## src/core/clk_switch_pkg.sv

```systemverilog
// Constants, encodings and timing counts for the clock switch and tune block.
// Assumes a single 250 MHz system clock and a synchronous active-low reset.
package clk_switch_pkg;
  // Field widths
  localparam int SRC_W = 3;
  localparam int DIV_W = 4;
  localparam int TRIM_W = 6;
  localparam int NUM_OSC = 8;
  // Source encodings
  localparam logic [SRC_W-1:0] SRC_HFINT = 3'h6;
  localparam logic [SRC_W-1:0] SRC_LFINT = 3'h5;
  localparam logic [SRC_W-1:0] SRC_SEC = 3'h4;
  localparam logic [SRC_W-1:0] SRC_EXT = 3'h7;
  // Reset values and trim limits
  localparam logic [TRIM_W-1:0] TRIM_RESET = 6'h00;
  localparam logic [TRIM_W-1:0] TRIM_MAX = 6'h1f;
  localparam logic [TRIM_W-1:0] TRIM_MIN = 6'h20;
  localparam logic [DIV_W-1:0] DIV_RESET = 4'h0;
  // Low-frequency oscillator timing
  localparam int CLK_HZ = 250000000;
  localparam int LF_HZ = 31000;
  localparam int LF_HALF_CYCLES = CLK_HZ / (2 * LF_HZ);
  // Trim slew: one step per this many cycles
  localparam int TRIM_STEP_NS = 400;
  localparam int CLK_PERIOD_NS = 4;
  localparam int TRIM_STEP_CYCLES = TRIM_STEP_NS / CLK_PERIOD_NS;
  // Switch state machine
  typedef enum logic [2:0] {
    ST_IDLE = 3'b001,
    ST_WAIT = 3'b010,
    ST_HELD = 3'b100
  } sw_state_t;
endpackage : clk_switch_pkg

```

## src/core/lf_osc_tick.sv

```systemverilog
// Divider producing the low-frequency oscillator tick and its square wave.
// Assumes the system clock rate given in the package.
`timescale 1ns/1ps
module lf_osc_tick #(
  parameter int HALF = clk_switch_pkg::LF_HALF_CYCLES
) (
  input wire logic clk_i,
  input wire logic nrst_i,
  input wire logic run_i,
  output logic tick_o,
  output logic level_o
);
  import clk_switch_pkg::*;
  // Refuse half periods the 16-bit counter cannot count
  if (HALF < 2 || HALF > 65536) begin : g_half_check
    $error("HALF out of range");
  end
  // Half-period counter
  logic [15:0] cnt;
  always_ff @(posedge clk_i) begin
    if (!nrst_i) begin
      cnt <= 16'h0000;
      tick_o <= 1'b0;
      level_o <= 1'b0;
    end else if (!run_i) begin
      cnt <= 16'h0000;
      tick_o <= 1'b0;
    end else if (cnt == 16'(HALF - 1)) begin
      cnt <= 16'h0000;
      tick_o <= ~level_o;
      level_o <= ~level_o;
    end else begin
      cnt <= cnt + 16'h0001;
      tick_o <= 1'b0;
    end
  end
endmodule : lf_osc_tick

```

## src/core/hf_trim_slew.sv

```systemverilog
// Gradual slew of the applied high-frequency trim toward its target.
// Assumes the target is a signed six-bit value held by the caller.
`timescale 1ns/1ps
module hf_trim_slew #(
  parameter int STEP = clk_switch_pkg::TRIM_STEP_CYCLES
) (
  input wire logic clk_i,
  input wire logic nrst_i,
  input wire logic [clk_switch_pkg::TRIM_W-1:0] target_i,
  output logic [clk_switch_pkg::TRIM_W-1:0] applied_o
);
  import clk_switch_pkg::*;
  // Refuse step spacings the 16-bit counter cannot count
  if (STEP < 1 || STEP > 65536) begin : g_step_check
    $error("STEP out of range");
  end
  // Step pacing counter
  logic [15:0] cnt;
  always_ff @(posedge clk_i) begin
    if (!nrst_i) begin
      cnt <= 16'h0000;
      applied_o <= TRIM_RESET;
    end else if (cnt == 16'(STEP - 1)) begin
      cnt <= 16'h0000;
      if ($signed(applied_o) < $signed(target_i)) begin
        applied_o <= applied_o + 6'h01;
      end else if ($signed(applied_o) > $signed(target_i)) begin
        applied_o <= applied_o - 6'h01;
      end
    end else begin
      cnt <= cnt + 16'h0001;
    end
  end
endmodule : hf_trim_slew

```

## src/core/clk_switch_ctrl.sv

```systemverilog
// Top of the system clock source selector with trim and oscillator status.
// Assumes oscillator ready inputs are synchronous to CLOCK_I.
`timescale 1ns/1ps
module clk_switch_ctrl (
  input wire logic CLOCK_I,
  input wire logic NRST_I,
  // Reset-time source configuration
  input wire logic [clk_switch_pkg::SRC_W-1:0] RESET_SOURCE_CONFIG_I,
  // Software request
  input wire logic REQ_WR_I,
  input wire logic [clk_switch_pkg::SRC_W-1:0] NEW_SOURCE_SELECT_I,
  input wire logic [clk_switch_pkg::DIV_W-1:0] NEW_DIVIDER_SELECT_I,
  input wire logic SWITCH_HOLD_I,
  input wire logic CPU_REDUCED_RATE_I,
  input wire logic SLEEP_REQ_I,
  // Trim write
  input wire logic TRIM_WR_I,
  input wire logic [clk_switch_pkg::TRIM_W-1:0] TRIM_I,
  // Interrupt flag control
  input wire logic SWITCH_IRQ_ENABLE_I,
  input wire logic IRQ_FLAG_CLR_I,
  // Manual enables and raw oscillator ready
  input wire logic [clk_switch_pkg::NUM_OSC-1:0] OSC_MANUAL_ENABLES_I,
  input wire logic [clk_switch_pkg::NUM_OSC-1:0] OSC_READY_RAW_I,
  // Outputs
  output logic [clk_switch_pkg::NUM_OSC-1:0] OSC_RUN_O,
  output logic [clk_switch_pkg::NUM_OSC-1:0] OSC_READY_FLAGS_O,
  output logic [clk_switch_pkg::SRC_W-1:0] CURRENT_SOURCE_FIELD_O,
  output logic [clk_switch_pkg::DIV_W-1:0] CURRENT_DIVIDER_O,
  output logic [clk_switch_pkg::SRC_W-1:0] REQ_SOURCE_O,
  output logic [clk_switch_pkg::DIV_W-1:0] REQ_DIVIDER_O,
  output logic NEW_SOURCE_READY_O,
  output logic OSC_READY_STATUS_O,
  output logic SWITCH_IRQ_FLAG_O,
  output logic IRQ_REQ_O,
  output logic SWITCH_DONE_O,
  output logic SLEEP_ENTER_O,
  output logic [clk_switch_pkg::TRIM_W-1:0] HF_TRIM_VALUE_O,
  output logic [clk_switch_pkg::TRIM_W-1:0] HF_TRIM_APPLIED_O,
  output logic LF_TICK_O,
  output logic LF_CLK_O
);
  import clk_switch_pkg::*;

  // Bit select of one oscillator from its source code
  function automatic logic [NUM_OSC-1:0] src_onehot(input logic [SRC_W-1:0] s);
    src_onehot = '0;
    src_onehot[s] = 1'b1;
  endfunction : src_onehot

  sw_state_t state; // Switch sequencer
  logic [TRIM_W-1:0] trim_value; // Software trim target
  logic [TRIM_W-1:0] trim_applied; // Slewed trim
  logic lf_tick; // Divider tick
  logic lf_level; // Divider square wave
  logic lf_run; // Low-frequency oscillator running
  logic ready_new; // Requested source ready now
  logic switch_now; // Switch completes this cycle
  logic set_flag; // Ready event this cycle
  logic boot; // First cycle after reset release
  logic [NUM_OSC-1:0] run_vec; // Oscillator enables

  // Requested source ready, or same source reused
  // immediate ready
  assign ready_new = (REQ_SOURCE_O == CURRENT_SOURCE_FIELD_O) ||
                     OSC_READY_RAW_I[REQ_SOURCE_O];
  assign switch_now = (state != ST_IDLE) && ready_new && !SWITCH_HOLD_I && !REQ_WR_I;
  assign set_flag = (state == ST_WAIT) && ready_new && !REQ_WR_I;
  assign lf_run = run_vec[SRC_LFINT];
  // manual enables with current and requested
  assign run_vec = OSC_MANUAL_ENABLES_I | src_onehot(CURRENT_SOURCE_FIELD_O) |
                   src_onehot(REQ_SOURCE_O);

  // Low-frequency divider, independent of trim
  // no trim input
  lf_osc_tick u_lf (
    .clk_i(CLOCK_I),
    .nrst_i(NRST_I),
    .run_i(lf_run),
    .tick_o(lf_tick),
    .level_o(lf_level)
  );

  // Trim slewing toward target
  hf_trim_slew u_trim (
    .clk_i(CLOCK_I),
    .nrst_i(NRST_I),
    .target_i(trim_value),
    .applied_o(trim_applied)
  );

  // Trim register
  // trim reset zero
  always_ff @(posedge CLOCK_I) begin
    if (!NRST_I) begin
      trim_value <= TRIM_RESET;
    end else if (TRIM_WR_I) begin
      trim_value <= TRIM_I;
    end
  end

  // Boot marker to capture the reset configuration after release
  always_ff @(posedge CLOCK_I) begin
    if (!NRST_I) begin
      boot <= 1'b1;
    end else begin
      boot <= 1'b0;
    end
  end

  // Request fields; boot loads reset configuration
  // source and divider request
  always_ff @(posedge CLOCK_I) begin
    if (!NRST_I) begin
      REQ_SOURCE_O <= SRC_HFINT;
      REQ_DIVIDER_O <= DIV_RESET;
    end else if (boot) begin
      REQ_SOURCE_O <= RESET_SOURCE_CONFIG_I;
      REQ_DIVIDER_O <= DIV_RESET;
    end else if (REQ_WR_I) begin
      REQ_SOURCE_O <= NEW_SOURCE_SELECT_I;
      REQ_DIVIDER_O <= NEW_DIVIDER_SELECT_I;
    end
  end

  // Switch sequencer
  // hold old clock while waiting
  always_ff @(posedge CLOCK_I) begin
    if (!NRST_I) begin
      state <= ST_IDLE;
    end else if (REQ_WR_I) begin
      state <= ST_WAIT;
    end else begin
      unique case (state)
        ST_IDLE: begin
          state <= ST_IDLE;
        end
        ST_WAIT: begin
          if (switch_now) begin
            state <= ST_IDLE;
          end else if (ready_new) begin
            state <= ST_HELD;
          end
        end
        ST_HELD: begin
          // released by hold clear or cancel
          if (switch_now) begin
            state <= ST_IDLE;
          end
        end
        default: begin
          state <= ST_IDLE;
        end
      endcase
    end
  end

  // Current fields; switch takes effect on next edge even in reduced rate
  // current follows request
  always_ff @(posedge CLOCK_I) begin
    if (!NRST_I) begin
      CURRENT_SOURCE_FIELD_O <= SRC_HFINT;
      CURRENT_DIVIDER_O <= DIV_RESET;
      SWITCH_DONE_O <= 1'b0;
    end else if (boot) begin
      CURRENT_SOURCE_FIELD_O <= RESET_SOURCE_CONFIG_I;
      CURRENT_DIVIDER_O <= DIV_RESET;
      SWITCH_DONE_O <= 1'b0;
    end else begin
      SWITCH_DONE_O <= switch_now;
      if (switch_now) begin
        CURRENT_SOURCE_FIELD_O <= REQ_SOURCE_O;
        CURRENT_DIVIDER_O <= REQ_DIVIDER_O;
      end
    end
  end

  // Ready status bits
  // ready status set
  always_ff @(posedge CLOCK_I) begin
    if (!NRST_I) begin
      NEW_SOURCE_READY_O <= 1'b0;
      OSC_READY_STATUS_O <= 1'b0;
    end else begin
      NEW_SOURCE_READY_O <= (state != ST_IDLE) && ready_new && !REQ_WR_I;
      OSC_READY_STATUS_O <= OSC_READY_RAW_I[CURRENT_SOURCE_FIELD_O];
    end
  end

  // Sticky interrupt flag; set wins over clear
  // flag set
  always_ff @(posedge CLOCK_I) begin
    if (!NRST_I) begin
      SWITCH_IRQ_FLAG_O <= 1'b0;
      IRQ_REQ_O <= 1'b0;
    end else begin
      if (set_flag) begin
        SWITCH_IRQ_FLAG_O <= 1'b1;
      end else if (IRQ_FLAG_CLR_I) begin
        SWITCH_IRQ_FLAG_O <= 1'b0;
      end
      IRQ_REQ_O <= SWITCH_IRQ_ENABLE_I && (set_flag || (SWITCH_IRQ_FLAG_O && !IRQ_FLAG_CLR_I));
    end
  end

  // Oscillator status, enables, sleep grant and registered trim view
  // ready flags
  always_ff @(posedge CLOCK_I) begin
    if (!NRST_I) begin
      OSC_RUN_O <= '0;
      OSC_READY_FLAGS_O <= '0;
      SLEEP_ENTER_O <= 1'b0;
      HF_TRIM_VALUE_O <= TRIM_RESET;
      HF_TRIM_APPLIED_O <= TRIM_RESET;
      LF_TICK_O <= 1'b0;
      LF_CLK_O <= 1'b0;
    end else begin
      OSC_RUN_O <= run_vec;
      OSC_READY_FLAGS_O <= OSC_READY_RAW_I & run_vec;
      SLEEP_ENTER_O <= SLEEP_REQ_I;
      HF_TRIM_VALUE_O <= trim_value;
      HF_TRIM_APPLIED_O <= trim_applied;
      LF_TICK_O <= lf_tick;
      LF_CLK_O <= lf_level;
    end
  end

  // Flag follows ready event by one edge
  property p_flag_set;
    @(posedge CLOCK_I) disable iff (!NRST_I)
    set_flag |=> SWITCH_IRQ_FLAG_O;
  endproperty
  a_flag_set: assert property (p_flag_set) else $error("flag not set");

  // Interrupt only when enabled
  property p_irq_en;
    @(posedge CLOCK_I) disable iff (!NRST_I)
    IRQ_REQ_O |-> $past(SWITCH_IRQ_ENABLE_I);
  endproperty
  a_irq_en: assert property (p_irq_en) else $error("irq without enable");

  // Enabled set raises request
  property p_irq_raise;
    @(posedge CLOCK_I) disable iff (!NRST_I)
    (set_flag && SWITCH_IRQ_ENABLE_I) |=> IRQ_REQ_O;
  endproperty
  a_irq_raise: assert property (p_irq_raise) else $error("irq missing");

  // Hold keeps current source
  property p_hold;
    @(posedge CLOCK_I) disable iff (!NRST_I || boot)
    SWITCH_HOLD_I |=> $stable(CURRENT_SOURCE_FIELD_O);
  endproperty
  a_hold: assert property (p_hold) else $error("switched under hold");

  // Completion copies request
  property p_done;
    @(posedge CLOCK_I) disable iff (!NRST_I)
    switch_now |=> (CURRENT_SOURCE_FIELD_O == $past(REQ_SOURCE_O)) && SWITCH_DONE_O;
  endproperty
  a_done: assert property (p_done) else $error("current not updated");

  // Divider-only change completes next cycle
  property p_div_only;
    @(posedge CLOCK_I) disable iff (!NRST_I || boot)
    (REQ_WR_I && NEW_SOURCE_SELECT_I == CURRENT_SOURCE_FIELD_O && !SWITCH_HOLD_I)
      ##1 (!REQ_WR_I && !SWITCH_HOLD_I) |=> SWITCH_DONE_O;
  endproperty
  a_div_only: assert property (p_div_only) else $error("no immediate switch");

  // Old source stays while not ready
  property p_wait;
    @(posedge CLOCK_I) disable iff (!NRST_I || boot)
    (state == ST_WAIT && !ready_new) |=> $stable(CURRENT_SOURCE_FIELD_O);
  endproperty
  a_wait: assert property (p_wait) else $error("switched before ready");

  // Trim starts at zero after reset
  property p_trim_rst;
    @(posedge CLOCK_I) $rose(NRST_I) |-> HF_TRIM_VALUE_O == TRIM_RESET;
  endproperty
  a_trim_rst: assert property (p_trim_rst) else $error("trim reset");

  // Sleep granted even while pending
  property p_sleep;
    @(posedge CLOCK_I) disable iff (!NRST_I)
    SLEEP_REQ_I |=> SLEEP_ENTER_O;
  endproperty
  a_sleep: assert property (p_sleep) else $error("sleep blocked");

  // Reduced-rate mode never delays completion
  property p_cpu_reduced_rate;
    @(posedge CLOCK_I) disable iff (!NRST_I)
    (switch_now && CPU_REDUCED_RATE_I) |=>
      SWITCH_DONE_O && (CURRENT_DIVIDER_O == $past(REQ_DIVIDER_O));
  endproperty
  a_cpu_reduced_rate: assert property (p_cpu_reduced_rate) else $error("switch delayed in reduced rate");

  // Ready event sets the status bit
  property p_nsr;
    @(posedge CLOCK_I) disable iff (!NRST_I)
    set_flag |=> NEW_SOURCE_READY_O;
  endproperty
  a_nsr: assert property (p_nsr) else $error("ready status not set");
endmodule : clk_switch_ctrl

```

## config.mk

```make
export PLATFORM = sky130hd
export DESIGN_NAME = clk_switch_ctrl
export DESIGN_NICKNAME = d
export VERILOG_FILES = /design/src/core/clk_switch_pkg.sv /design/src/core/lf_osc_tick.sv /design/src/core/hf_trim_slew.sv /design/src/core/clk_switch_ctrl.sv
export SDC_FILE = /design/constraint.sdc
export NUM_CORES = 1
export LEC_CHECK = 0
export BUFFER_PORTS_ARGS = -buffer_cell sky130_fd_sc_hd__buf_2
export CORE_MARGIN = 5
export CORE_UTILIZATION = 40
export DETAILED_ROUTE_END_ITERATION = 8
export PLACE_DENSITY = 0.67
export SETUP_SLACK_MARGIN = 0.4
export SYNTH_ARGS = -nofsm -noshare
export SYNTH_HDL_FRONTEND = slang
export SYNTH_SLANG_ARGS = --single-unit
```

## constraint.sdc

```tcl
create_clock -name CLOCK_I -period 3.05 [get_ports CLOCK_I]
set_clock_uncertainty 0.15 [all_clocks]
set_input_delay 0.7625 -clock CLOCK_I [delete_from_list [all_inputs] [get_ports CLOCK_I]]
set_output_delay 0.7625 -clock CLOCK_I [all_outputs]
set_load 0.05 [all_outputs]
```

==> flow_summary.json, run 1 <==
{
  "grt-ovfl-total": 0,
  "power.density_nw_per_um2": 530,
  "io_buffers": 89,
  "drive_gt1_share_pct": 25.4,
  "p_total_mw": 2.71,
  "synth_edf_count": 0,
  "vias_per_cell": 5.10,
  "rsz0062_at_grt": "true",
  "layout.nets": 594,
  "arrival_ns": 2.80,
  "num_vias": 3492,
  "core_area_um2": 10300,
  "ys_warn_count": 0,
  "dieArea_um2": 12800,
  "gr-usage-all-layers_pct": 15.1,
  "cp.buffers_inverters": 1,
  "tightestPinTransition_ns": 0.533,
  "synth_area_um2": 4250,
  "synth_nets": 506,
  "max_stage_delay_ns": 0.37,
  "start_util_pct": 41.2,
  "rows": 37,
  "hold_path.class": "reg2reg",
  "critPathSlowestCell": "or3b_4",
  "synth-seq-cells": 100,
  "status": "finished, final reports clean",
  "power.leakage_nw": 2.19,
  "synth.top_cells.by_count": "dfxtp_1, nor2_1, and2_1, nand3_1, xor2_1",
  "wire_per_inst_um": 14.0,
  "placed_area_um2": 4820,
  "yosysMostFrequentCell": "dfxtp_1",
  "first_pass_iters": 4,
  "cts_root_buf": "clkbuf_8",
  "grt_pass1_wl_um": 16000,
  "drc": 0,
  "synth_cell_types": 56,
  "boundaryPins": 91,
  "drv_slew": 0,
  "cts_max_path_buffers": 2,
  "yosys.area.top_type": "dfxtp_1",
  "yosysTopAreaCellShare_pct": 47.1,
  "stdcell_area_um2": 5120,
  "path_delay_family": "simple AND/OR/NAND/NOR gates",
  "drv_cap": 0,
  "synth_area_leaders": "dfxtp_1, nor2_1, mux2i_1, xor2_1, and2_1",
  "clock_sinks": 100,
  "clk_latency_ns": 0.37,
  "cts_buffers": 9,
  "grt_pass1_vias": 3428,
  "cts.clk_slew.worst_paths_ns": 0.10,
  "critPathKind": "reg2reg",
  "antenna_found_initial": 1,
  "die_w_um": 113,
  "max_freq_ghz": 0.373,
  "finalSetupTns_ns": 0,
  "ys.flop_type": "dfxtp_1",
  "r2r_setup_slack_ns": 0.37,
  "post-route-period-util_pct": 87.9,
  "setup_viol": 0,
  "fillers": 950,
  "cp_data_required_time_ns": 3.17,
  "drt_iter0_markers": 189,
  "peakVddDrop_uv": 188,
  "grt_max_degree": 25,
  "crit_chain": "inv_2 -> ha_4 -> or3b_4 -> a32o_2 -> nor2_2 -> xnor2_1 -> ha_2 -> and3_1 -> nand3_1 -> a21oi_2 -> mux2_4",
  "yosysSeqAreaShare_pct": 47.1,
  "fin_crit_ns": 2.68,
  "cp_max_fo": 4,
  "die_h_um": 113,
  "gp_congestion": 0.770,
  "end_kind": "flop",
  "cts-htree-levels": 3,
  "start_kind": "flop",
  "max-slew-margin-rel_pct": 64.4,
  "synth_area_per_cell_um2": 9.32,
  "postRouteAntennaNets": 0,
  "async_reset_ff_share_pct": 0,
  "hpwl_um": 6970,
  "routed_wirelength_um": 9600,
  "cts_tree": "yes",
  "synthCells": 456,
  "syn_to_final_growth_pct": 20.4,
  "hold_viol": 0
}
worst paths after layout:
check / cells after the start / from / end
max reg2reg: 11 / trim_value[5]$_SDFFE_PN0P_ / u_trim.applied_o[4]$_SDFFE_PN0P_
min reg2reg: 1 / u_lf.cnt[0]$_SDFF_PP0_ / u_lf.cnt[0]$_SDFF_PP0_
min: 1 / u_lf.cnt[0]$_SDFF_PP0_ / u_lf.cnt[0]$_SDFF_PP0_
max: 11 / trim_value[5]$_SDFFE_PN0P_ / u_trim.applied_o[4]$_SDFFE_PN0P_
routing by layer:
layer / vias up / track usage [%] / wire, um
met2: 84 / 24.2 / 4520
met5: - / 0 / 0
li1: 1749 / - / -
met1: 1646 / 19.3 / 4350
met3: 13 / 3.42 / 594
met4: 0 / 6.81 / 141
through the flow:
| step | setup WS (ns) | cells | hold WS (ns) | util [%] |
|---|---|---|---|---|
| 3_3_place_gp | 0.322 | 665 | 0.277 | 46.7 |
| 3_5_place_dp | 0.287 | 665 | 0.282 | 46.7 |
| 4_1_cts | 0.384 | 684 | 0.297 | 49.4 |
| 6_report | 0.369 | 685 | 0.302 | 49.6 |
| 5_1_grt | 0.283 | 685 | 0.335 | 49.6 |
| 2_1_floorplan | 0.399 | 456 | 0.262 | - |
power breakdown:
part           internal, mW  switching, mW  leakage [nW]
combinational         0.121          0.236          1.26
sequential             1.34         0.0337         0.817
clock                 0.527          0.453         0.119
total                  1.99          0.722          2.19
cell usage in the layout, fill, tap and decap left out, drive strengths merged, types with 2 or more instances in the layout:
master and n:
nor3b 5, nand2b 4, or3 3, nor4b 2
dfxtp 100, inv 15, nor2b 3, mux2 6
nand2 16, ha 9, nor2 77, and2 21
nor3 9, mux2i 17, buf 96, a211oi 6
a21oi 16, a31oi 6, xnor2 13, and3 10
nor4 4, bufinv 2, and4 7, o21a 2
nand3 20, nand3b 2, nand4 7, xor2 19
o21ai 19, a22oi 2, clkbuf 12
cells by family after synthesis:
logic type,count (synthesis),share of synthesized area (%)
adder cells (fa/ha/maj),9,2.65
flip-flops,100,47.1
XOR/XNOR,32,6.59
buffers and inverters,34,3.41
multiplexers,23,5.68
AND/OR/NAND/NOR,194,23.6
AO/OA/AOI/OAI,64,11.0
sequential cells by signal, indices dropped and copies added, names as in the netlist, 6 cells and up:
register / count
HF_TRIM_APPLIED_O: 6
HF_TRIM_VALUE_O: 6
OSC_READY_FLAGS_O: 8
OSC_RUN_O: 8
trim_value: 6
u_lf.cnt: 16
u_trim.applied_o: 6
u_trim.cnt: 16
area by class of cell:
class | instances | area [um^2] | area share [%]
Timing Repair Buffer | 96 | 498 | 9.73
Clock buffer | 12 | 165 | 3.23
Tap cell | 136 | 170 | 3.32
Inverter | 15 | 56.3 | 1.10
Clock inverter | 3 | 68.8 | 1.34
Antenna cell | 1 | 2.50 | 0.0489
Multi-Input combinational cell | 322 | 2150 | 42.0
Sequential cell | 100 | 2010 | 39.2
what timing repair did:
item                       4_1_cts  5_1_grt
pin swaps                        5        0
gates resized for setup          4        5
setup buffers                    4        0
setup endpoints to repair        2        2
hold buffers                     0        0
No activity file was read; power rests on OpenSTA's default activity.
==> inputs of run 2 (changes only) <==
- ABC_AREA: not set -> 1
- PLACE_DENSITY: 0.67 -> 0.66
==> run 2 against run 1 <==
  * Final cell count increased by 20%
  * Worst hold slack got worse by 0.025 ns
  * Critical endpoint unchanged
  * Non-clock buffer count down 5
  * Synthesized cell count grew 30%
  * Area after synthesis grew 3.3%
==> flow_summary.json, run 2 <==
{
  "yosysMostFrequentCell": "nand2_1",
  "stdcell_count": 823,
  "power.leakage_nw": 2.48,
  "synth_cell_types": 42,
  "pwr-share-comb_pct": 14.3,
  "finalSetupTns_ns": 0,
  "n_antenna_cell": 0,
  "synth_area_per_cell_um2": 7.41,
  "placed_area_um2": 4950,
  "cts.clk_slew.worst_paths_ns": 0.09,
  "ys_warn_count": 0,
  "gr-usage-all-layers_pct": 14.8,
  "cts_setup_buffers": 0,
  "vias_per_cell": 4.80,
  "fin_crit_ns": 2.39,
  "p_int_mw": 1.76,
  "power.density_nw_per_um2": 485,
  "hpwl_um": 7460,
  "synth_edf_count": 0,
  "cp_data_required_time_ns": 3.17,
  "routed_wirelength_um": 9660,
  "synth_area_leaders": "dfxtp_1, nand2_1, inv_1, nor2_1, a21oi_1",
  "status": "finished, final reports clean",
  "cts_root_buf": "clkbuf_8",
  "ys.flop_type": "dfxtp_1",
  "num_vias": 3952,
  "async_reset_ff_share_pct": 0,
  "postRouteAntennaNets": 0,
  "max_freq_ghz": 0.418,
  "synth_area_um2": 4390,
  "pwr-share-clk_pct": 30.2,
  "end_kind": "flop",
  "gp_congestion": 0.822,
  "drc": 0,
  "cts_max_path_buffers": 2,
  "fin_util_pct": 47.5,
  "yosysTopAreaCellShare_pct": 45.6,
  "yosys.area.top_type": "dfxtp_1",
  "drive_gt1_share_pct": 19.9,
  "seqPwrFrac_pct": 55.4,
  "rows": 38,
  "yosysSeqAreaShare_pct": 45.6,
  "rsz0062_at_grt": "false",
  "ctsHoldBuffers": 0,
  "start_kind": "flop",
  "cts_buffers": 9,
  "cts_tree": "yes",
  "layout_commonest_cell": "nand2_1",
  "boundaryPins": 91,
  "grt_pass1_wl_um": 16100,
  "synthCells": 592,
  "drt_iter0_markers": 271,
  "clock_sinks": 100,
  "dpl_worst_slack_ns": 0.594,
  "post-route-period-util_pct": 78.5,
  "peakVddDrop_uv": 226,
  "arrival_ns": 2.52,
  "max-slew-margin-rel_pct": 69.2,
  "io_buffers": 89,
  "switching_share_pct": 29.1,
  "grt-ovfl-total": 0,
  "drv_cap": 0,
  "core_area_um2": 10800,
  "grt_pass1_vias": 3655,
  "hold_viol": 0,
  "top_regs": "u_lf.cnt (16), u_trim.cnt (16)",
  "finalWorstSetupSlack_ns": 0.656,
  "layout.nets": 729,
  "switchingPower_uw": 723,
  "die_w_um": 115,
  "antenna_found_initial": 0,
  "synth_nets": 642,
  "synth-seq-cells": 100,
  "dieArea_um2": 13200,
  "syn_to_final_growth_pct": 16.8,
  "cts-htree-levels": 3,
  "hold_ws_ns": 0.277,
  "cp_max_fo": 5,
  "dp_cells": 808,
  "clk_latency_ns": 0.36,
  "synth.top_cells.by_count": "nand2_1, inv_1, dfxtp_1, nor2_1, a21oi_1",
  "multi_input_area_um2": 1910,
  "drv_slew": 0,
  "grt_max_degree": 22,
  "mostFrequentLayoutCells": "nand2_1, inv_1, dfxtp_1, buf_2, nor2_1",
  "critPathKind": "reg2reg",
  "cts_resized": 0,
  "wire_per_inst_um": 11.7,
  "p_total_mw": 2.49,
  "ff_latch_area_um2": 2000,
  "die_h_um": 115,
  "start_util_pct": 40.7,
  "fillers": 1079,
  "hold_path.class": "reg2reg",
  "tightestPinTransition_ns": 0.462,
  "stdcell_area_um2": 5130,
  "first_pass_iters": 4,
  "setup_viol": 0
}
==> run 2: cell count changes after synthesis, moves of 11 or more <==
cell	previous run	this run
nand2_1	16	112
inv_1	15	107
a21oi_1	16	37
and2_1	21	0
nor2_1	77	57
mux2i_1	17	0
nand3_1	20	34
nor3_1	7	18
==> run 2: worst paths after layout <==
check / slack [ns] / start / depth (start not counted) / to
min reg2reg: 0.28 / trim_value[1]$_SDFFE_PN0P_ / 2 / HF_TRIM_VALUE_O[1]$_SDFF_PN0_
max reg2reg: 0.66 / u_trim.applied_o[5]$_SDFFE_PN0P_ / 18 / u_trim.applied_o[4]$_SDFFE_PN0P_
max: 0.66 / u_trim.applied_o[5]$_SDFFE_PN0P_ / 18 / u_trim.applied_o[4]$_SDFFE_PN0P_
min: 0.28 / trim_value[1]$_SDFFE_PN0P_ / 2 / HF_TRIM_VALUE_O[1]$_SDFF_PN0_
==> run 2: kinds of logic (layout without fill, tap and decap cells) <==
group / count (synthesis) / count (layout) / share of synthesized area, %
DFF: 100 / 100 / 45.6
buffers and inverters: 125 / 216 / 11.0
adders and majority gates: 9 / 9 / 2.57
and+or+nand+nor: 263 / 263 / 27.7
xor gates and xnor gates: 13 / 13 / 2.59
AOI/OAI and AO/OA: 82 / 82 / 10.6
==> run 2: final cells by class <==
| type | count | share of cell area, % |
|---|---|---|
| sequential | 100 | 39.0 |
| multi-input combinational | 367 | 37.3 |
| timing repair buffer | 91 | 8.98 |
| inverter | 110 | 8.05 |
| tap | 140 | 3.42 |
| clock buffer | 11 | 2.76 |
| clock inverter | 4 | 0.512 |
==> run 2: worst max-delay path, stage by stage, from the launching register on <==
cell and delay (ns):
dfxtp_1 0.43, ha_2 0.36, nand2_2 0.08, inv_1 0.04, nand2_1 0.12, nand3_2 0.11
nand2_1 0.11, nand3_2 0.11, nand2_1 0.09, inv_1 0.04, ha_1 0.16, inv_1 0.05
nand2_1 0.08, nand2_1 0.09, nand2_1 0.05, nand2_1 0.06, nand3_1 0.07, nand2_1 0.06
inv_1 0.03
==> run 2: metal layers <==
layer | vias up | wire [um] | global-route usage [%]
li1 | 2050 | - | -
met1 | 1806 | 4320 | 17.9
met2 | 80 | 4590 | 26.0
met3 | 16 | 567 | 2.68
met4 | 0 | 189 | 6.18
met5 | - | 0 | 0
==> run 2: power groups by stage <==
| stage | sequential [mW] | clock (mW) | combinational, mW |
|---|---|---|---|
| final | 1.38 | 0.751 | 0.357 |
| after global routing | 1.39 | 0.838 | 0.393 |
| after CTS | 1.38 | 0.776 | 0.360 |
| after detailed placement | 1.41 | 0 | 0.359 |
| after global placement | 1.41 | 0 | 0.353 |
| after floorplan | 1.49 | 0 | 0.179 |
